$ cat config.mk
export PLATFORM = sky130hd
export DESIGN_NAME = desb_status_buffer
export DESIGN_NICKNAME = d
export VERILOG_FILES = /design/src/rtl/desb_status_buffer.v
export VERILOG_INCLUDE_DIRS = /design/src /design/src/rtl
export SDC_FILE = /design/constraint.sdc
export NUM_CORES = 1
export LEC_CHECK = 0
export BUFFER_PORTS_ARGS = -buffer_cell sky130_fd_sc_hd__buf_4
export CAP_MARGIN = 20
export CORE_ASPECT_RATIO = 2
export CORE_MARGIN = 4
export CORE_UTILIZATION = 40
export DETAILED_ROUTE_END_ITERATION = 7
export PLACE_DENSITY_LB_ADDON = 0.05
export SYNTH_ARGS = -nofsm -noshare
export SYNTH_HDL_FRONTEND = slang
export SYNTH_SLANG_ARGS = --single-unit
$ cat constraint.sdc
create_clock -name clk_sys -period 1.7 [get_ports clk_sys]
set_input_delay 0.17 -clock clk_sys [delete_from_list [all_inputs] [get_ports clk_sys]]
set_output_delay 0.17 -clock clk_sys [all_outputs]
set_load 0.005 [all_outputs]
$ cat src/rtl/desb_map.vh
// constants for the error status buffer block
// assumes inclusion by bare name from rtl files
`ifndef DESB_MAP_VH
`define DESB_MAP_VH
`define DESB_ADDR_W 4
`define DESB_ADDR_STB_BASE 4'h0
`define DESB_ADDR_STB_LAST 4'hb
`define DESB_ADDR_OPSTAT 4'hc
`define DESB_ADDR_CTRL 4'hd
`define DESB_ADDR_LTSTAT 4'he
`define DESB_NBYTES 12
`define DESB_MARK_SET 8'hff
`define DESB_BYTE_ZERO 8'h00
`define DESB_OPS_ERR 7
`define DESB_OPS_HARD 6
`define DESB_OPS_UNIT_LO 4
`define DESB_CTRL_SEL_LT 0
`define DESB_S0_BADFN 0
`define DESB_S0_BADMOD 1
`define DESB_S0_BADDRV 2
`define DESB_S0_RAM 3
`define DESB_S0_ROM 4
`define DESB_S0_BUSY 5
`define DESB_S0_ILLEGAL 6
`define DESB_S0_EOM 7
`endif

$ cat src/rtl/desb_status_buffer.v
// error status buffer builder and operation status summariser
// assumes the function engine gives a one-cycle post pulse with its result fields
// Function
// RL1: bytes 0-2 hold the detailed error status of the last completed function
// RL2: disk bytes 3-6 hold requested cylinder low, high, head/volume, sector
// RL3: disk bytes 7-10 hold actual cylinder low, flags/high, head/volume, sector
// RL4: disk byte 11 holds the retry count of the function
// RL5: tape byte 3 is ff when beginning-of-tape marker was found
// RL6: tape byte 4 is ff when logical load point was detected
// RL7: tape byte 5 is ff when a file mark was met
// RL8: tape byte 6 is ff when logical end of tape was met
// RL9: tape byte 8 is ff when only blank tape was read
// RL10: tape bytes 7, 9 and 10 read as zero
// RL11: op status bit 7 set when any bit of bytes 0-2 is one
// RL12: op status bit 6 gives hard(1)/soft(0) when bytes 0 or 1 nonzero
// RL13: byte 0 bit 0 set for an undefined function code
// RL14: byte 0 bit 1 tape module cannot execute code; zero for disk
// RL15: byte 0 bit 2 tape drive cannot execute code; zero for disk
// RL16: byte 0 bit 3 internal RAM test failure; zero for tape
// RL17: byte 0 bit 4 ROM checksum failure, controller or tape module
// RL18: byte 0 bit 5 drive still busy with off-line seek or long-term function
// RL19: disk byte 0 bit 6 alternate track misuse or illegal code/unit
// RL20: tape byte 0 bit 6 drive not present or illegal code/unit
// RL21: byte 0 bit 7 end of medium before transfer count satisfied
// RL22: op status bits 0-3 summary code, bits 4-5 unit number
// RL23: short-term posted at completion; long-term posted after off-line end
// RL24: all twelve bytes cleared before a function posts results
// RL25: host reads the buffer after an error summary, before the next function
//
// Added by the designer: strobed register access and the address map.
`include "desb_map.vh"
module desb_status_buffer #(
    parameter NBYTES = 12
) (
    input wire clk_sys,
    input wire nrst,
    input wire clk_en,
    input wire [`DESB_ADDR_W-1:0] reg_addr,
    input wire [7:0] reg_wdata,
    input wire reg_wr,
    input wire reg_rd,
    output reg [7:0] reg_rdata,
    input wire post_st,
    input wire post_lt,
    input wire is_tape,
    input wire [1:0] unit_num,
    input wire [3:0] summary_code,
    input wire fn_undefined,
    input wire tape_mod_reject,
    input wire tape_drv_reject,
    input wire ram_fail,
    input wire rom_fail,
    input wire drive_busy,
    input wire alt_track_misuse,
    input wire not_configured,
    input wire illegal_param,
    input wire end_of_medium,
    input wire [7:0] detail1,
    input wire [7:0] detail2,
    input wire hard_error,
    input wire [7:0] req_cyl_lo,
    input wire [7:0] req_cyl_hi,
    input wire [7:0] req_head,
    input wire [7:0] req_sector,
    input wire [7:0] act_cyl_lo,
    input wire [7:0] act_flags_hi,
    input wire [7:0] act_head,
    input wire [7:0] act_sector,
    input wire [7:0] retry_count,
    input wire tape_bot,
    input wire tape_load_pt,
    input wire tape_file_mark,
    input wire tape_eot,
    input wire tape_blank,
    output reg [7:0] op_status,
    output reg lt_posted
);
    reg [7:0] st_buf_q [0:NBYTES-1];
    reg [7:0] lt_buf_q [0:NBYTES-1];
    reg [7:0] new_byte [0:NBYTES-1];
    reg [7:0] lt_op_q;
    reg sel_lt_q;
    reg [7:0] s0;
    reg [7:0] ops_d;
    reg any_err;
    reg any_hard;
    integer i;
    integer k;

    // detailed status byte 0 per function class
    always @* begin
        s0 = `DESB_BYTE_ZERO;
        s0[`DESB_S0_BADFN] = fn_undefined; // RL13
        s0[`DESB_S0_BADMOD] = is_tape & tape_mod_reject; // RL14
        s0[`DESB_S0_BADDRV] = is_tape & tape_drv_reject; // RL15
        s0[`DESB_S0_RAM] = ~is_tape & ram_fail; // RL16
        s0[`DESB_S0_ROM] = rom_fail; // RL17
        s0[`DESB_S0_BUSY] = drive_busy; // RL18
        if (is_tape) begin
            s0[`DESB_S0_ILLEGAL] = not_configured | illegal_param; // RL20
        end else begin
            s0[`DESB_S0_ILLEGAL] = alt_track_misuse | illegal_param; // RL19
        end
        s0[`DESB_S0_EOM] = end_of_medium; // RL21
    end

    // assemble the twelve bytes, undefined ones start at zero
    always @* begin
        for (k = 0; k < NBYTES; k = k + 1) begin
            new_byte[k] = `DESB_BYTE_ZERO; // RL24 RL10
        end
        new_byte[0] = s0; // RL1
        new_byte[1] = detail1; // RL1
        new_byte[2] = detail2; // RL1
        if (is_tape) begin
            new_byte[3] = tape_bot ? `DESB_MARK_SET : `DESB_BYTE_ZERO; // RL5
            new_byte[4] = tape_load_pt ? `DESB_MARK_SET : `DESB_BYTE_ZERO; // RL6
            new_byte[5] = tape_file_mark ? `DESB_MARK_SET : `DESB_BYTE_ZERO; // RL7
            new_byte[6] = tape_eot ? `DESB_MARK_SET : `DESB_BYTE_ZERO; // RL8
            new_byte[8] = tape_blank ? `DESB_MARK_SET : `DESB_BYTE_ZERO; // RL9
        end else begin
            new_byte[3] = req_cyl_lo; // RL2
            new_byte[4] = req_cyl_hi; // RL2
            new_byte[5] = req_head; // RL2
            new_byte[6] = req_sector; // RL2
            new_byte[7] = act_cyl_lo; // RL3
            new_byte[8] = act_flags_hi; // RL3
            new_byte[9] = act_head; // RL3
            new_byte[10] = act_sector; // RL3
            new_byte[11] = retry_count; // RL4
        end
    end

    // fold the detail bytes into the summary byte
    always @* begin
        any_err = (|s0) | (|detail1) | (|detail2); // RL11
        any_hard = ((|s0) | (|detail1)) & hard_error; // RL12
        ops_d = {any_err, any_hard, unit_num, summary_code}; // RL22
    end

    // post buffers; long-term also refreshes short-term
    always @(posedge clk_sys or negedge nrst) begin
        if (!nrst) begin
            for (i = 0; i < NBYTES; i = i + 1) begin
                st_buf_q[i] <= `DESB_BYTE_ZERO;
                lt_buf_q[i] <= `DESB_BYTE_ZERO;
            end
            op_status <= `DESB_BYTE_ZERO;
            lt_op_q <= `DESB_BYTE_ZERO;
            lt_posted <= 1'b0;
        end else if (clk_en) begin
            if (post_st | post_lt) begin
                for (i = 0; i < NBYTES; i = i + 1) begin
                    st_buf_q[i] <= new_byte[i]; // RL23 RL24
                end
                op_status <= ops_d; // RL11 RL12 RL22
            end
            if (post_lt) begin
                for (i = 0; i < NBYTES; i = i + 1) begin
                    lt_buf_q[i] <= new_byte[i]; // RL23
                end
                lt_op_q <= ops_d;
            end
            lt_posted <= post_lt;
        end
    end

    // control register selects which buffer the host reads
    always @(posedge clk_sys or negedge nrst) begin
        if (!nrst) begin
            sel_lt_q <= 1'b0;
        end else if (clk_en && reg_wr && reg_addr == `DESB_ADDR_CTRL) begin
            sel_lt_q <= reg_wdata[`DESB_CTRL_SEL_LT];
        end
    end

    // read data one cycle after the strobe, zero elsewhere
    always @(posedge clk_sys or negedge nrst) begin
        if (!nrst) begin
            reg_rdata <= `DESB_BYTE_ZERO;
        end else if (clk_en) begin
            reg_rdata <= `DESB_BYTE_ZERO;
            if (reg_rd) begin
                if (reg_addr <= `DESB_ADDR_STB_LAST) begin
                    reg_rdata <= sel_lt_q ? lt_buf_q[reg_addr] : st_buf_q[reg_addr]; // RL25
                end else if (reg_addr == `DESB_ADDR_OPSTAT) begin
                    reg_rdata <= op_status;
                end else if (reg_addr == `DESB_ADDR_CTRL) begin
                    reg_rdata <= {7'h00, sel_lt_q};
                end else if (reg_addr == `DESB_ADDR_LTSTAT) begin
                    reg_rdata <= lt_op_q;
                end
            end
        end
    end
endmodule // desb_status_buffer

==> results.py <==
metrics = {
    "setup_path": {
        "critPathSlowestCell": "dfrtp_1",
        "max_stage_delay_ps": 380,
        "arrival_ps": 2150,
        "path_class": "flop to flop",
        "path_buf_inv": 2,
        "crit_chain": "buf_4, and2_1, buf_4, a22oi_1, nand3_1, a41oi_2",
        "cp-start-kind": "flop",
        "r2r_start": "sel_lt_q",
        "crit_path_end_kind": "flop",
        "cp_top_family": "compound AO/OA/AOI/OAI gates",
        "crit_fanout": 9,
        "startpoint": "sel_lt_q",
        "timing.critical_path.mode_cell": "buf_4",
        "crit_required_ps": 2140,
    },
    "synth": {
        "synth_edf_count": 0,
        "synth-seq-cells": 218,
        "synth_cells": 966,
        "yosysTopAreaCellShare_pct": 54.0,
        "synth_nets": 1096,
        "yosysSeqAreaShare_pct": 54.0,
        "synth_ff_type": "dfrtp_1",
        "yosys-top-cells-count": "dfrtp_1, nand2_1, o21ai_0",
        "ys_warn_count": 0,
        "ys_types": 37,
        "async_reset_ff_share_pct": 100,
        "synth_area_leaders": "dfrtp_1, o21ai_0, nand2_1",
        "synth.cell_area_um2": 10100,
        "synth_top_area_cell": "dfrtp_1",
        "postSynthAreaPerCell_um2": 10.5,
        "yosysMostFrequentCell": "dfrtp_1",
    },
    "cts": {
        "htreeDepth": 1,
        "clk_latency_ps": 520,
        "cts-root-buf": "clkbuf_16",
        "clkSinkCount": 218,
        "clk_pin_slew_worst_paths_ps": 70,
        "post_cts_buffers": 0,
        "cts_tree": "built",
        "cts-buffers-inserted": 22,
        "clk_path_buf_depth": 3,
    },
    "finish": {
        "diodes": 0,
        "drive_gt1_share_pct": 24.8,
        "nets": 1335,
        "final_util_pct": 54.1,
        "fillers": 2253,
        "multiInputGateArea_um2": 4230,
        "stdcell_area_um2": 13500,
        "ff_latch_area_um2": 5460,
        "syn2layout_area_growth_pct": 33.6,
    },
    "sta": {
        "drv_slew": 0,
        "slew_headroom_pct": 61.5,
        "min_period_ps": 1710,
        "fmax_mhz": 585,
        "grt_setup_unrepaired": "no",
        "worst_slew_pin_slew_ps": 576,
        "fin_ws_ps": -9.71,
        "finalHoldViolCount": 0,
        "fin_setup_tns_ps": -9.71,
        "fin_skew_ps": 7.86,
        "finalCritPeriodShare_pct": 101,
        "hold_ws_ps": 4.06,
        "setup_viol_count_final": 1,
    },
    "placed_design": {
        "portBuffers": 139,
        "hpwl_um": 22600,
        "place_area_um2": 11800,
        "place_congestion": 0.824,
    },
    "power": {
        "p_seq_share_pct": 45.1,
        "power_switching_mw": 3.69,
        "p_per_area_nw_per_um2": 1020,
        "internal_power_mw": 10.0,
        "design_power_total_mw": 13.7,
        "power.share.switching_pct": 26.9,
        "vdd_drop_max_uv": 685,
        "combPwrFrac_pct": 17.7,
        "leakage_nw": 6.22,
        "power_frac_clock_pct": 37.2,
    },
    "floorplanning": {
        "core_um2": 24900,
        "die_w_um": 120,
        "die-area_um2": 28000,
        "row_count": 82,
        "ios": 147,
        "die_h_um": 233,
        "initial_core_util_pct": 40.5,
    },
    "detailed_routing": {
        "num_vias": 7927,
        "drc_errors": 0,
        "routed_wl_um": 30900,
        "vias_per_cell": 5.09,
        "drt_iter0_drc": 408,
        "ant_nets": 0,
        "wl_per_cell_um": 19.9,
        "dr.pass1.iters": 5,
    },
    "global_route": {
        "overflow": 0,
        "grt_pass1_vias": 8491,
        "grt_max_degree": 66,
        "track_usage_pct": 22.8,
        "grt_pass1_wl_um": 49200,
        "antenna_found_initial": 0,
    },
    "min_path": {
        "hold_class": "input pin to flop",
        "worstHoldStart": "ram_fail",
    },
    "outcome": {
        "status": "finished, violations left",
        "violations": "negative setup slack",
    },
    "flow_run": {
        "maxCapViolations": 0,
    },
}
-- path summary, 6_finish.rpt --
kind / depth (start not counted) / slack, ps / to
max: 6 / -10 / reg_rdata[6]
min: 3 / 4 / st_buf_q[91]
max reg2reg: 6 / -10 / reg_rdata[6]
min reg2reg: 2 / 470 / lt_buf_q[9]
max in group asynchronous: 3 / 950 / st_buf_q[86]
min in group asynchronous: 2 / 140 / st_buf_q[36]
-- layout make-up --
class	instances	share of cell area (%)
flip-flops and latches	218	40.4
multi-input cells	667	31.3
clock inverters	8	0.733
well taps	336	3.12
clock buffers	31	4.86
inverters	4	0.111
repair buffers	292	19.4
-- state kept, by name, indices dropped and copies added (netlist names) --
register	flops
lt_buf_q	96
lt_op_q	8
lt_posted	1
op_status	8
reg_rdata	8
sel_lt_q	1
st_buf_q	96
-- logic make-up (layout without fill, tap and decap cells) --
group | count (synthesis) | count (layout) | synth area share [%]
and+or+nand+nor | 253 | 253 | 10.3
muxes | 143 | 143 | 17.2
buffers and inverters | 81 | 335 | 4.32
DFF | 218 | 218 | 54.0
AOI/OAI and AO/OA | 271 | 271 | 14.2
-- power by group through the flow --
stage                     Clock, mW  Combinational [mW]  Sequential [mW]
final                          5.10                2.44             6.19
after CTS                      5.22                2.48             6.19
after global routing           5.45                2.71             6.26
after global placement            0                2.27             6.29
after floorplan                   0                1.25             6.15
after detailed placement          0                2.31             6.29
-- per-stage QoR --
step	setup WS (ps)	cells
after floorplan	283	966
after global placement	-150	1425
after detailed placement	-155	1425
after CTS	5.95	1556
after global routing	1.11	1556
final	-9.71	1556
-- cell usage in the layout (no fill, tap or decap), types with 7 or more instances in the layout --
cell	count
a21oi_1	71
a22oi_1	16
a31oi_1	14
and2_1	13
buf_12	15
buf_4	184
clkbuf_16	23
dfrtp_1	218
dlygate4sd3_1	92
mux2_2	54
mux2i_1	73
mux4_1	9
mux4_2	7
nand2_1	212
nand3_1	9
o21ai_0	165
-- repair_timing --
| item | CTS | global route |
|---|---|---|
| setup endpoints to repair | 8 | 0 |
| endpoints found under the hold margin | 392 | 0 |
| gates resized for setup | 1 | 0 |
| hold buffers | 92 | 0 |
-- per-layer routing --
metal	wire [um]	GRT usage [%]	up-vias
li1	-	-	3866
met1	12100	27.1	3847
met2	16900	42.6	169
met3	984	2.36	45
met4	935	7.73	0
met5	0	0	-
-- worst min-delay path, delay by kind of cell --
| family | cells | cell delay (ps) |
|---|---|---|
| buffers and inverters | 1 | 120 |
| and+or+nand+nor | 1 | 100 |
| AOI/OAI and AO/OA | 1 | 80 |
Note: power is estimated with default switching activity, not from simulation.
